`config.mk`:
```
export PLATFORM = sky130hd
export DESIGN_NAME = nvl_limit_regs
export DESIGN_NICKNAME = d
export VERILOG_FILES = /design/src/nvl_pkg.sv /design/src/nvl_limit_regs.sv /design/src/nvl_line_sync.sv /design/src/nvl_prog_timer.sv
export SDC_FILE = /design/constraint.sdc
export NUM_CORES = 1
export LEC_CHECK = 0
export ABC_AREA = 1
export BUFFER_PORTS_ARGS = -buffer_cell sky130_fd_sc_hd__buf_2
export CAP_MARGIN = 20
export CORE_AREA = 3 3 100 149
export DETAILED_ROUTE_END_ITERATION = 12
export DIE_AREA = 0 0 103 152
export GPL_TIMING_DRIVEN = 1
export SYNTH_ARGS = -nofsm -noshare
export SYNTH_HDL_FRONTEND = slang
export SYNTH_SLANG_ARGS = --single-unit
```
`constraint.sdc`:
```
create_clock -name clk -period 5.1 [get_ports clk]
set_input_delay 0.51 -clock clk [delete_from_list [all_inputs] [get_ports clk]]
set_output_delay 0.51 -clock clk [all_outputs]
set_load 0.01 [all_outputs]
```
`src/nvl_pkg.sv`:
```
`default_nettype none
package nvl_pkg;
  // Pointer values that select the two stored limits, and the pointer reset value.
  localparam logic [7:0] PTR_LOW   = 8'h12;
  localparam logic [7:0] PTR_HIGH  = 8'h13;
  localparam logic [7:0] PTR_RESET = 8'h00;
  // Upper four bits of the seven-bit slave address.
  localparam logic [3:0] ADDR_PREFIX = 4'h9;
  localparam int         SIGN_BIT    = 15;
  // Factory contents of the stored limits.
  localparam logic [15:0] LOW_FACTORY  = 16'h4B00;
  localparam logic [15:0] HIGH_FACTORY = 16'h5000;
  // Keep mask at 9-bit resolution; each resolution step adds one bit.
  localparam logic [15:0] MASK_9B    = 16'hFF80;
  localparam logic [7:0]  UNDEF_BYTE = 8'hFF;
  // Byte counters of a transaction.
  localparam logic [2:0] PH_ADDR  = 3'h0;
  localparam logic [2:0] PH_PTR   = 3'h1;
  localparam logic [2:0] PH_HI    = 3'h2;
  localparam logic [2:0] PH_LO    = 3'h3;
  localparam logic [2:0] PH_EXTRA = 3'h4;
  localparam logic [3:0] BITS_BYTE = 4'h8;
  // Self-timed programming time; the cycle count rounds down.
  localparam int CLK_PERIOD_NS = 20;
  localparam int PROG_TIME_NS  = 5000000;
  localparam int PROG_CYCLES   = PROG_TIME_NS / CLK_PERIOD_NS;
  typedef enum logic [2:0] {
    NVL_IDLE = 3'b000,
    NVL_RX   = 3'b001,
    NVL_ACK  = 3'b010,
    NVL_TX   = 3'b011,
    NVL_MACK = 3'b100,
    NVL_IGN  = 3'b101
  } nvl_state_t;
endpackage
`default_nettype wire

```
`src/nvl_limit_regs.sv`:
```
`default_nettype none
// Functional notes
// [RQ1] Limits are 16-bit two's complement, bit 15 sign.
// [RQ2] Stored limits survive reset; reset loads working limits.
// [RQ3] Alarm compares only the working limits.
// [RQ4] Writes keep 9 to 12 upper bits.
// [RQ5] Reads show 9 to 12 upper bits.
// [RQ6] Write: address, pointer 12h/13h, two data bytes.
// [RQ7] Data bytes after the second are ignored.
// [RQ8] Short data before Stop/Start changes nothing.
// [RQ9] Stop after write starts timed programming, busy set.
// [RQ10] Repeated Start after data abandons programming.
// [RQ11] Busy, lock or lockdown suppress programming.
// [RQ12] Lock ACKs all; busy NACKs data bytes.
// [RQ13] Read uses pointer left at 12h/13h.
// [RQ14] Read: address, upper byte, ACK, lower byte, NACK.
// [RQ15] Master ACK after lower byte yields undefined bytes.
// [RQ16] Factory values 4B00h low and 5000h high.
// [RQ17] Lockdown overrides lock; lock state kept outside.
// [RQ18] Busy clears when programming completes or aborts.
module nvl_limit_regs #(
  parameter int PROG_CYCLES = nvl_pkg::PROG_CYCLES
) (
  input  wire logic        clk,
  input  wire logic        rst,
  input  wire logic        scl_in,
  input  wire logic        sda_in,
  output var  logic        sda_out,
  output var  logic        sda_oe,
  input  wire logic [2:0]  address_strap_inputs,
  input  wire logic [1:0]  resolution_select,
  input  wire logic        reversible_lock_bit,
  input  wire logic        permanent_lockdown_bit,
  input  wire logic        other_nv_busy,
  output var  logic        nv_busy_flag,
  output var  logic [15:0] low_limit,
  output var  logic [15:0] high_limit
);
  nvl_pkg::nvl_state_t state_q;
  logic [2:0]  phase_q;
  logic [3:0]  bitcnt_q;
  logic [7:0]  shreg_q;
  logic [7:0]  tx_q;
  logic [1:0]  byte_idx_q;
  logic        rd_q;
  logic        mack_q;
  logic        sda_oe_q;
  logic        sda_out_q;
  logic [7:0]  ptr_q;
  logic [15:0] wdata_q;
  logic        wr_full_q;
  logic        wr_sel_q;
  logic        nv_busy_q;
  logic [15:0] low_limit_q;
  logic [15:0] high_limit_q;
  // Stored limits hold the factory values from power-up and are never
  // touched by rst, standing in for the nonvolatile cells.
  logic [15:0] nv_low_q  = nvl_pkg::LOW_FACTORY;   // RQ16
  logic [15:0] nv_high_q = nvl_pkg::HIGH_FACTORY;  // RQ16

  logic        sda_s;
  logic        scl_rise;
  logic        scl_fall;
  logic        start_det;
  logic        stop_det;
  logic        prog_busy;
  logic        prog_done;
  logic        prog_start;
  logic        byte_end;
  logic        ack_now;
  logic        addr_hit;
  logic        ptr_ours;
  logic        locked;
  logic [15:0] res_mask;
  logic [15:0] rd_word;
  logic [1:0]  tx_idx;
  logic [7:0]  tx_byte;

  nvl_line_sync u_sync (
    .clk       (clk),
    .rst       (rst),
    .scl_in    (scl_in),
    .sda_in    (sda_in),
    .sda_s     (sda_s),
    .scl_rise  (scl_rise),
    .scl_fall  (scl_fall),
    .start_det (start_det),
    .stop_det  (stop_det)
  );

  nvl_prog_timer #(
    .CYCLES (PROG_CYCLES)
  ) u_timer (
    .clk   (clk),
    .rst   (rst),
    .start (prog_start),
    .busy  (prog_busy),
    .done  (prog_done)
  );

  // Sign-filled shift widens the kept field by one bit per step.
  assign res_mask = 16'($signed(nvl_pkg::MASK_9B) >>> resolution_select);
  assign ptr_ours = (ptr_q == nvl_pkg::PTR_LOW) ||
                    (ptr_q == nvl_pkg::PTR_HIGH);
  assign addr_hit = shreg_q[7:1] ==
                    {nvl_pkg::ADDR_PREFIX, address_strap_inputs};
  // Lockdown blocks on its own, whatever the lock bit says.
  assign locked   = permanent_lockdown_bit | reversible_lock_bit; // RQ17
  assign byte_end = (state_q == nvl_pkg::NVL_RX) && scl_fall &&
                    (bitcnt_q == nvl_pkg::BITS_BYTE);
  assign prog_start = stop_det && wr_full_q; // RQ9

  // Read data is the stored limit cut to the selected resolution.
  assign rd_word = ((ptr_q == nvl_pkg::PTR_HIGH) ? nv_high_q : nv_low_q)
                   & res_mask; // RQ5 RQ13

  always_comb begin
    ack_now = 1'b0;
    case (phase_q)
      nvl_pkg::PH_ADDR: begin
        // Reads of a stored limit are refused while programming runs.
        if (shreg_q[0]) begin
          ack_now = addr_hit && ptr_ours && !nv_busy_q;
        end else begin
          ack_now = addr_hit;
        end
      end
      nvl_pkg::PH_PTR: ack_now = 1'b1;
      default: ack_now = ptr_ours && !nv_busy_q; // RQ12
    endcase
  end

  assign tx_idx = (state_q == nvl_pkg::NVL_MACK) ?
                  ((byte_idx_q == 2'h2) ? 2'h2 : byte_idx_q + 2'h1) : 2'h0;

  always_comb begin
    case (tx_idx)
      2'h0:    tx_byte = rd_word[15:8]; // RQ14
      2'h1:    tx_byte = rd_word[7:0];
      default: tx_byte = nvl_pkg::UNDEF_BYTE; // RQ15
    endcase
  end

  // Byte engine: sample on SCL rise, change SDA after SCL fall.
  always_ff @(posedge clk) begin
    if (rst) begin
      state_q    <= nvl_pkg::NVL_IDLE;
      phase_q    <= nvl_pkg::PH_ADDR;
      bitcnt_q   <= 4'h0;
      shreg_q    <= 8'h00;
      tx_q       <= 8'h00;
      byte_idx_q <= 2'h0;
      rd_q       <= 1'b0;
      mack_q     <= 1'b0;
      sda_oe_q   <= 1'b0;
    end else if (start_det) begin
      state_q  <= nvl_pkg::NVL_RX;
      phase_q  <= nvl_pkg::PH_ADDR;
      bitcnt_q <= 4'h0;
      sda_oe_q <= 1'b0;
    end else if (stop_det) begin
      state_q  <= nvl_pkg::NVL_IDLE;
      sda_oe_q <= 1'b0;
    end else begin
      case (state_q)
        nvl_pkg::NVL_RX: begin
          if (scl_rise && bitcnt_q != nvl_pkg::BITS_BYTE) begin
            shreg_q  <= {shreg_q[6:0], sda_s};
            bitcnt_q <= bitcnt_q + 4'h1;
          end else if (byte_end) begin
            sda_oe_q <= ack_now;
            state_q  <= ack_now ? nvl_pkg::NVL_ACK : nvl_pkg::NVL_IGN;
            if (phase_q == nvl_pkg::PH_ADDR) begin
              rd_q <= shreg_q[0];
            end
          end
        end
        nvl_pkg::NVL_ACK: begin
          if (scl_fall) begin
            bitcnt_q <= 4'h0;
            if (phase_q != nvl_pkg::PH_EXTRA) begin // RQ7
              phase_q <= phase_q + 3'h1;
            end
            if (rd_q) begin
              tx_q       <= tx_byte;
              sda_oe_q   <= ~tx_byte[7];
              bitcnt_q   <= 4'h1;
              byte_idx_q <= 2'h0;
              state_q    <= nvl_pkg::NVL_TX;
            end else begin
              sda_oe_q <= 1'b0;
              state_q  <= nvl_pkg::NVL_RX;
            end
          end
        end
        nvl_pkg::NVL_TX: begin
          if (scl_fall) begin
            if (bitcnt_q == nvl_pkg::BITS_BYTE) begin
              sda_oe_q <= 1'b0;
              state_q  <= nvl_pkg::NVL_MACK;
            end else begin
              sda_oe_q <= ~tx_q[6];
              tx_q     <= {tx_q[6:0], 1'b0};
              bitcnt_q <= bitcnt_q + 4'h1;
            end
          end
        end
        nvl_pkg::NVL_MACK: begin
          if (scl_rise) begin
            mack_q <= ~sda_s;
          end else if (scl_fall) begin
            // A master NACK ends the read and leaves SDA released.
            if (mack_q) begin
              tx_q       <= tx_byte;
              sda_oe_q   <= ~tx_byte[7];
              bitcnt_q   <= 4'h1;
              byte_idx_q <= tx_idx;
              state_q    <= nvl_pkg::NVL_TX;
            end else begin
              state_q <= nvl_pkg::NVL_IGN; // RQ14
            end
          end
        end
        nvl_pkg::NVL_IGN: state_q <= nvl_pkg::NVL_IGN;
        nvl_pkg::NVL_IDLE: state_q <= nvl_pkg::NVL_IDLE;
        default: state_q <= nvl_pkg::NVL_IDLE;
      endcase
    end
  end

  // The line is open-drain: only a low level is ever driven.
  always_ff @(posedge clk) begin
    if (rst) begin
      sda_out_q <= 1'b0;
    end else begin
      sda_out_q <= 1'b0;
    end
  end

  // Any pointer byte is taken, so later reads see the last written one.
  always_ff @(posedge clk) begin
    if (rst) begin
      ptr_q <= nvl_pkg::PTR_RESET;
    end else if (byte_end && !rd_q && phase_q == nvl_pkg::PH_PTR) begin
      ptr_q <= shreg_q; // RQ13
    end
  end

  // Write data is captured only from the first two data bytes, and a
  // write counts only once the lower byte has fully arrived.
  always_ff @(posedge clk) begin
    if (rst) begin
      wdata_q   <= 16'h0000;
      wr_full_q <= 1'b0;
      wr_sel_q  <= 1'b0;
    end else if (start_det || stop_det) begin
      wr_full_q <= 1'b0; // RQ8 RQ10
    end else if (byte_end && ack_now && !rd_q) begin
      if (phase_q == nvl_pkg::PH_HI) begin
        wdata_q[15:8] <= shreg_q; // RQ6
      end else if (phase_q == nvl_pkg::PH_LO) begin
        wdata_q   <= {wdata_q[15:8], shreg_q} & res_mask; // RQ1 RQ4
        wr_full_q <= !locked && !nv_busy_q; // RQ11
        wr_sel_q  <= (ptr_q == nvl_pkg::PTR_HIGH);
      end
    end
  end

  // Stored limits change only when self-timed programming finishes.
  always_ff @(posedge clk) begin
    if (prog_done && !wr_sel_q) begin
      nv_low_q <= wdata_q; // RQ9
    end
    if (prog_done && wr_sel_q) begin
      nv_high_q <= wdata_q;
    end
  end

  always_ff @(posedge clk) begin
    if (rst) begin
      nv_busy_q <= 1'b0; // RQ18
    end else begin
      nv_busy_q <= prog_busy | other_nv_busy; // RQ9 RQ18
    end
  end

  // Working limits feed the alarm comparator outside this block.
  always_ff @(posedge clk) begin
    if (rst) begin
      low_limit_q  <= nv_low_q;  // RQ2 RQ3
      high_limit_q <= nv_high_q;
    end
  end

  assign sda_out      = sda_out_q;
  assign sda_oe       = sda_oe_q;
  assign nv_busy_flag = nv_busy_q;
  assign low_limit    = low_limit_q;
  assign high_limit   = high_limit_q;

  property p_busy_nack;
    @(posedge clk) disable iff (rst)
    byte_end && phase_q >= nvl_pkg::PH_HI && nv_busy_q |=> !sda_oe_q;
  endproperty
  a_busy_nack: assert property (p_busy_nack) // RQ12
    else $error("data byte acknowledged while busy");

  property p_lock_ack;
    @(posedge clk) disable iff (rst)
    byte_end && phase_q >= nvl_pkg::PH_HI && ptr_ours && !nv_busy_q
      && locked |=> sda_oe_q ##1 sda_oe_q;
  endproperty
  a_lock_ack: assert property (p_lock_ack) // RQ12
    else $error("locked write byte not acknowledged");

  property p_prog_busy;
    @(posedge clk) disable iff (rst)
    prog_start && !prog_busy |-> ##2 nv_busy_q [*2];
  endproperty
  a_prog_busy: assert property (p_prog_busy) // RQ9
    else $error("busy flag not raised by programming");

  property p_blocked;
    @(posedge clk) disable iff (rst)
    $rose(wr_full_q) |-> !$past(locked) && !$past(nv_busy_q);
  endproperty
  a_blocked: assert property (p_blocked) // RQ11
    else $error("write accepted while locked or busy");

  property p_restart_abandon;
    @(posedge clk) disable iff (rst)
    start_det && wr_full_q |=> !wr_full_q && !prog_busy;
  endproperty
  a_restart_abandon: assert property (p_restart_abandon) // RQ10
    else $error("repeated start did not abandon write");

  property p_write_mask;
    @(posedge clk) disable iff (rst)
    $rose(wr_full_q) |-> (wdata_q & ~$past(res_mask)) == 16'h0000;
  endproperty
  a_write_mask: assert property (p_write_mask) // RQ4
    else $error("unused low bits not cleared on write");

  property p_reset_load;
    @(posedge clk) disable iff (rst)
    $fell(rst) |-> low_limit_q == nv_low_q && high_limit_q == nv_high_q;
  endproperty
  a_reset_load: assert property (p_reset_load) // RQ2
    else $error("working limits not loaded at reset");

  property p_nv_update;
    @(posedge clk) disable iff (rst)
    prog_done |=> (wr_sel_q ? nv_high_q : nv_low_q) == $past(wdata_q);
  endproperty
  a_nv_update: assert property (p_nv_update) // RQ9
    else $error("stored limit not updated after programming");
endmodule
`default_nettype wire

```
`src/nvl_line_sync.sv`:
```
`default_nettype none
module nvl_line_sync (
  input  wire logic clk,
  input  wire logic rst,
  input  wire logic scl_in,
  input  wire logic sda_in,
  output logic      sda_s,
  output logic      scl_rise,
  output logic      scl_fall,
  output logic      start_det,
  output logic      stop_det
);
  logic scl_m_q, scl_s_q, scl_d_q;
  logic sda_m_q, sda_s_q, sda_d_q;

  // The lines idle high, so reset values match an idle bus.
  always_ff @(posedge clk) begin
    if (rst) begin
      scl_m_q <= 1'b1;
      scl_s_q <= 1'b1;
      scl_d_q <= 1'b1;
      sda_m_q <= 1'b1;
      sda_s_q <= 1'b1;
      sda_d_q <= 1'b1;
    end else begin
      scl_m_q <= scl_in;
      scl_s_q <= scl_m_q;
      scl_d_q <= scl_s_q;
      sda_m_q <= sda_in;
      sda_s_q <= sda_m_q;
      sda_d_q <= sda_s_q;
    end
  end

  assign sda_s     = sda_s_q;
  assign scl_rise  = scl_s_q & ~scl_d_q;
  assign scl_fall  = ~scl_s_q & scl_d_q;
  assign start_det = scl_s_q & scl_d_q & sda_d_q & ~sda_s_q;
  assign stop_det  = scl_s_q & scl_d_q & ~sda_d_q & sda_s_q;
endmodule
`default_nettype wire

```
`src/nvl_prog_timer.sv`:
```
`default_nettype none
module nvl_prog_timer #(
  parameter int CYCLES = nvl_pkg::PROG_CYCLES
) (
  input  wire logic clk,
  input  wire logic rst,
  input  wire logic start,
  output logic      busy,
  output logic      done
);
  localparam int CW = $clog2(CYCLES + 1);
  logic [CW-1:0] cnt_q;
  logic          busy_q;
  logic          done_q;

  // A reset during programming abandons it; the target keeps its value.
  always_ff @(posedge clk) begin
    if (rst) begin
      cnt_q  <= '0;
      busy_q <= 1'b0;
      done_q <= 1'b0;
    end else begin
      done_q <= 1'b0;
      if (start && !busy_q) begin
        busy_q <= 1'b1;
        cnt_q  <= CW'(CYCLES - 1);
      end else if (busy_q) begin
        if (cnt_q == '0) begin
          busy_q <= 1'b0;
          done_q <= 1'b1;
        end else begin
          cnt_q <= cnt_q - 1'b1;
        end
      end
    end
  end

  assign busy = busy_q;
  assign done = done_q;
endmodule
`default_nettype wire
```
### After elaboration in Yosys (flattened, before gate mapping)

Index checks and enable logic that the tools add are counted.

| word-level totals | value |
|---|---|
| register bits | 147 |
| word-level logic and storage cells | 205 |
| input port bits | 12 |
| output and inout bits | 35 |

| cells by class | value |
|---|---|
| mux-type cells | 61 |
| bitwise gates (word level) | 24 |
| equal/unequal tests | 35 |
| shifts and indexed selects | 1 |
| reductions and logical operators | 50 |
| $add $sub $neg | 4 |

Operator list:

| kind | count |
|---|---|
| $mux 18 | 3 |
| $mux 7 | 7 |
| $and 16x16->16 | 2 |
| $mux 16 | 2 |
| $ne 4x4->1 const B | 8 |
| $mux 4 | 7 |
| $mux 3 | 9 |
| $pmux 7 s3 | 1 |
| $ne 2x2->1 const B | 10 |
| $logic_not 18->1 | 1 |
| $sub 18x1->18 const B | 1 |
| $mux 1 | 17 |
| $eq 8x5->1 const B | 2 |
| $mux 2 | 8 |
| $pmux 4 s4 | 1 |
| $pmux 8 s2 | 1 |
| $reduce_and 4->1 | 4 |
| $reduce_and 8->1 | 2 |
| $sshr 8x2->16 const A | 1 |
| $logic_and 1x1->1 | 15 |
| $pmux 3 s5 | 1 |
| $reduce_and 7->1 | 2 |
| $not 1->1 | 13 |
| $eq 3x2->1 const B | 4 |
| other kinds (31) | 53 |

### Logic depth before layout (Yosys ltp)

| depth | value |
|---|---|
| word-level depth | 12 |
| mapped depth | 13 |
| mapped depth without buffers | 12 |

### Modules after synthesis

From an unflattened synthesis, not the netlist that was laid out.

| second synthesis, totals | value |
|---|---|
| cells, all modules | 707 |
| area total of the unflattened synthesis | 5,894.4 µm² |

By module, submodules not included:

| module | seq. area each (µm²) | instances | cells an instance | area each (µm²) |
|---|---|---|---|---|
| nvl_limit_regs | 2,502.4 | 1 | 503 | 4,524.3 |
| nvl_prog_timer | 400.4 | 1 | 180 | 1,172.4 |
| nvl_line_sync | 120.1 | 1 | 24 | 197.7 |

### Worst setup path before layout

OpenSTA, ideal clock, no wires.

| path | value |
|---|---|
| kind | register to register |
| from | reg u_timer.cnt_q[0] |
| to | reg u_timer.cnt_q[9] |
| slack | 3,401 ps |
| clock period less this slack | 1,699 ps |
| buffers on the path | 1 |
| stages on the path, launching flop included | 12 |
| arrival | 1,580 ps |
| data required time | 4,981 ps |
| library setup time | 119 ps |
| cells stage by stage | dfxtp_1 inv_1 ha_1 nand3_1 nor2_1 nand3_2 nand2_2 buf_6 nor2_2 nand2_1 xor2_1 nor2_1 |

| between the ends | value |
|---|---|
| word-level cells in the longest chain between the ends | 3 |
| elaborated cells on any way between the ends | 4 |
| classes of those cells | add/sub (1); bitwise (1); reduce/logical (2) |

Ends and longest elaborated chain:

| element | line | text |
|---|---|---|
| start: declaration | nvl_prog_timer.sv:12 | `logic [CW-1:0] cnt_q;` |
| start signal: assignment | nvl_prog_timer.sv:26 | `cnt_q <= CW'(CYCLES - 1);` |
| start signal: assignment | nvl_prog_timer.sv:32 | `cnt_q <= cnt_q - 1'b1;` |
| branches (longest 3 deep; another with $sub 18x1->18) | n/a |  |

Parallel ways; which one is timed is not known.
A chain may end at the register's enable or synchronous reset.

### Worst setup path after layout

| path | value |
|---|---|
| from | reg bitcnt_q[0] |
| to | reg ptr_q[4] |

| between the ends | value |
|---|---|
| word-level cells in the longest chain between the ends | 4 |

Ends and longest elaborated chain:

| element | line | text |
|---|---|---|
| start: declaration | nvl_limit_regs.sv:41 | `logic [3:0] bitcnt_q;` |
| start signal: assignment | nvl_limit_regs.sv:169 | `bitcnt_q <= bitcnt_q + 4'h1;` |
| start signal: assignment | nvl_limit_regs.sv:204 | `bitcnt_q <= bitcnt_q + 4'h1;` |
| $eq 4x4->1 | nvl_limit_regs.sv:110 | `(bitcnt_q == nvl_pkg::BITS_BYTE);` |
| $logic_and 1x1->1 | nvl_limit_regs.sv:109 | `assign byte_end = (state_q == nvl_pkg::NVL_RX) && scl_fall &&` |
| $logic_and 1x1->1 (2 in series) | nvl_limit_regs.sv:244 | `end else if (byte_end && !rd_q && phase_q == nvl_pkg::PH_PTR) begin` |
| end signal: assignment | nvl_limit_regs.sv:243 | `ptr_q <= nvl_pkg::PTR_RESET;` |
| end signal: assignment | nvl_limit_regs.sv:245 | `ptr_q <= shreg_q;` |
| end: declaration | nvl_limit_regs.sv:49 | `logic [7:0] ptr_q;` |

Every way passes these cells.

==> impl_metrics.py <==
metrics = {
    "clock_network": {
        "cts_buffer_depth": 2,
        "cts_resized": 0,
        "cts-buffers-inserted": 17,
        "clk_pin_slew_ns": 0.06,
        "cts_setup_buffers": 0,
        "postCtsHoldBufs": 0,
        "cts_tree": "yes",
        "root_buffer": "clkbuf_16",
        "htreeDepth": 4,
        "clkLatencyLatePin_ns": 0.41,
        "numClockSinks": 127,
    },
    "logic_synthesis": {
        "synth_xor_xnor_area_share_pct": 0.767,
        "ys_types": 37,
        "avgSynthCellArea_sq_um": 8.42,
        "synth_compound_area_share_pct": 12.5,
        "yosysWarnings": 0,
        "synthCells": 678,
        "synth_top_family_by_area": "simple AND/OR/NAND/NOR gates",
        "async_flop_share_pct": 0,
        "ys_seq_area_share_pct": 53.0,
        "synthFlopType": "dfxtp_1",
        "synth_adder_area_share_pct": 1.97,
        "synthSimpleGateAreaFrac_pct": 23.1,
        "syn_area_sq_um": 5710,
        "synth.mux.area_fraction_pct": 0,
        "synth-edff-count": 48,
        "ys_seq_elements": 127,
    },
    "grt": {
        "grt_max_degree": 39,
        "grt-ovfl-total": 0,
        "grt_pass1_wl_microns": 21400,
        "grt_usage_pct": 17.3,
        "antenna_found_initial": 0,
        "grt_pass1_vias": 4534,
    },
    "critical_path": {
        "rr_worst_depth": 9,
        "r2r_start": "bitcnt_q[0]",
        "worstPathMaxFanout": 17,
        "cp-start-kind": "flop",
        "reg2reg_slack_ns": 2.89,
        "critPathArrivalTime_ns": 2.48,
        "endpoint_kind": "flop",
        "r2r_end": "ptr_q[4]",
        "worstPathRequired_ns": 5.38,
        "path_class": "flop to flop",
    },
    "floorplanning": {
        "die_w_microns": 103,
        "io-pin-count": 47,
        "die_h_microns": 152,
        "coreArea_sq_um": 13700,
        "rows": 52,
        "start_util_pct": 41.8,
        "dieArea_sq_um": 15700,
    },
    "timing": {
        "hold_violations": 0,
        "setup_viol": 0,
        "slew_viol_final": 0,
        "fin_crit_sh_pct": 43.3,
        "setup_tns_ns": 0,
        "rsz0062_at_grt": "no",
        "timing.fmax_mhz": 453,
        "clock-skew-final_ns": 0.00978,
        "slew_headroom_pct": 28.4,
        "fin_crit_ns": 2.21,
        "postLayoutSetupSlackWorst_ns": 2.89,
        "worst_pin_slew_ns": 1.07,
    },
    "layout": {
        "final_cell_count_no_fill": 896,
        "final_common_cell": "nand2_1",
        "fin_util_pct": 48.4,
        "final_layout_size_suffix_gt1_share_pct": 13.9,
        "postLayoutCellArea_sq_um": 6610,
        "mostFrequentLayoutCells": "127 x nand2_1, 89 x inv_1, 80 x nor2_1",
        "area_growth_pct": 15.8,
        "final_nets": 742,
        "diodes": 0,
    },
    "placement": {
        "dp_slack_ns": 2.90,
        "placed_cell_area_sq_um": 5990,
        "port_buffers": 37,
        "globalplace.congestion": 0.907,
        "hpwlAfterDp_microns": 9780,
        "dp.cells": 864,
    },
    "flow_run": {
        "cap_violations": 0,
    },
    "drt": {
        "drtPass1Iterations": 5,
        "vias_per_cell": 5.11,
        "drcViolationCount": 0,
        "wl_per_cell_microns": 14.6,
        "num_vias": 4583,
        "drtIter0Drc": 239,
        "antenna_left": 0,
        "routed_wl_microns": 13100,
    },
    "pwr": {
        "ir_drop_mv": 0.218,
        "p_leak_nw": 2.85,
        "cellPowerDensity_nw_per_um2": 400,
    },
    "hold_path": {
        "hold-path-endpoint": "u_sync.sda_m_q",
        "hp-class": "primary input to flop",
        "min-delay-start": "sda_in",
        "worstHoldPathCells": 2,
    },
    "run_status": {
        "status": "complete, no violations",
    },
}
-- power by group --
group	internal, W	leakage (nW)	switching, W
clock network	0.000796	0.291	0.000453
logic	0.0000869	1.45	0.000206
registers	0.00108	1.10	0.0000249
-- worst max-delay path by stage --
stage | from | end | cells after the start
2_1_floorplan | u_timer.cnt_q[0] | u_timer.cnt_q[9] | 11
4_1_cts | u_timer.cnt_q[0] | u_timer.cnt_q[7] | 11
3_5_place_dp | rst | shreg_q[0] | 4
6_report | bitcnt_q[0] | ptr_q[4] | 9
3_3_place_gp | u_timer.cnt_q[0] | u_timer.cnt_q[7] | 11
5_1_grt | u_timer.cnt_q[0] | u_timer.cnt_q[7] | 11
-- critical path, cell delays in order (launching register included) --
cell      delay (ns)
dfxtp_1         0.34
inv_1           0.10
ha_1            0.18
nand2_2         0.08
nor2_4          0.15
nand2_2         0.09
nor3_4          0.50
nand3_4         0.34
nor2_1          0.21
a211oi_2        0.05
-- cell families (layout without fill, tap and decap cells) --
kind of cell             after synthesis  in the layout
XOR/XNOR                               5              5
adder cells (fa/ha/maj)                9              9
flip-flops                           127            127
AO/OA/AOI/OAI                        126            126
buffers and inverters                116            164
other                                  1              9
AND/OR/NAND/NOR                      294            294
-- cell type report --
type,count,area (sq um)
multi-input cells,443,2220
clock inverters,12,156
inverters,94,354
clock buffers,20,457
well taps,162,203
repair buffers,38,193
fillers,1304,7060
flip-flops and latches,127,3020
-- through the flow --
stage,power [W],hold WS (ns)
2_1_floorplan,0.00133,0.389
3_3_place_gp,0.00141,0.396
3_5_place_dp,0.00141,0.399
4_1_cts,0.00266,0.269
5_1_grt,0.00274,0.281
6_report,0.00264,0.279
-- per-layer routing --
layer	vias to the layer above	routed length, microns	track usage [%]
met4	0	294	6.79
li1	2313	-	-
met3	21	465	3.72
met2	115	7280	32.9
met5	-	0	0
met1	2134	5080	17.7
-- cells in the mapped netlist, types with 2 or more instances --
master    count  area (sq um)
buf_6         2          22.5
nor3_1        5          25.0
nor2_4        2          22.5
a211oi_2      8           100
nand3_2       3          30.0
nand3b_1      3          22.5
o21ai_0      47           235
inv_1        89           334
ha_1          9           113
dfxtp_1      79          1580
nor2_1       80           300
nand2_1     127           477
nand2_2       6          37.5
nor2_2        4          25.0
nand3_1      33           165
xor2_1        4          35.0
inv_2         3          11.3
a21oi_1      62           310
buf_2         3          15.0
clkbuf_1      6          22.5
or2_2         5          31.3
o211ai_1      5          37.5
edfxtp_1     48          1440
nand4_1      23           144
buf_4        10          75.1
-- state kept, by name (all words and copies together) (netlist names), 4 cells and up --
register / flops
bitcnt_q: 4
high_limit: 12
low_limit: 12
nv_high_q: 12
nv_low_q: 12
ptr_q: 8
shreg_q: 8
tx_q: 7
u_timer.cnt_q: 18
wdata_q: 12
Power figures use the tool's default switching activity.
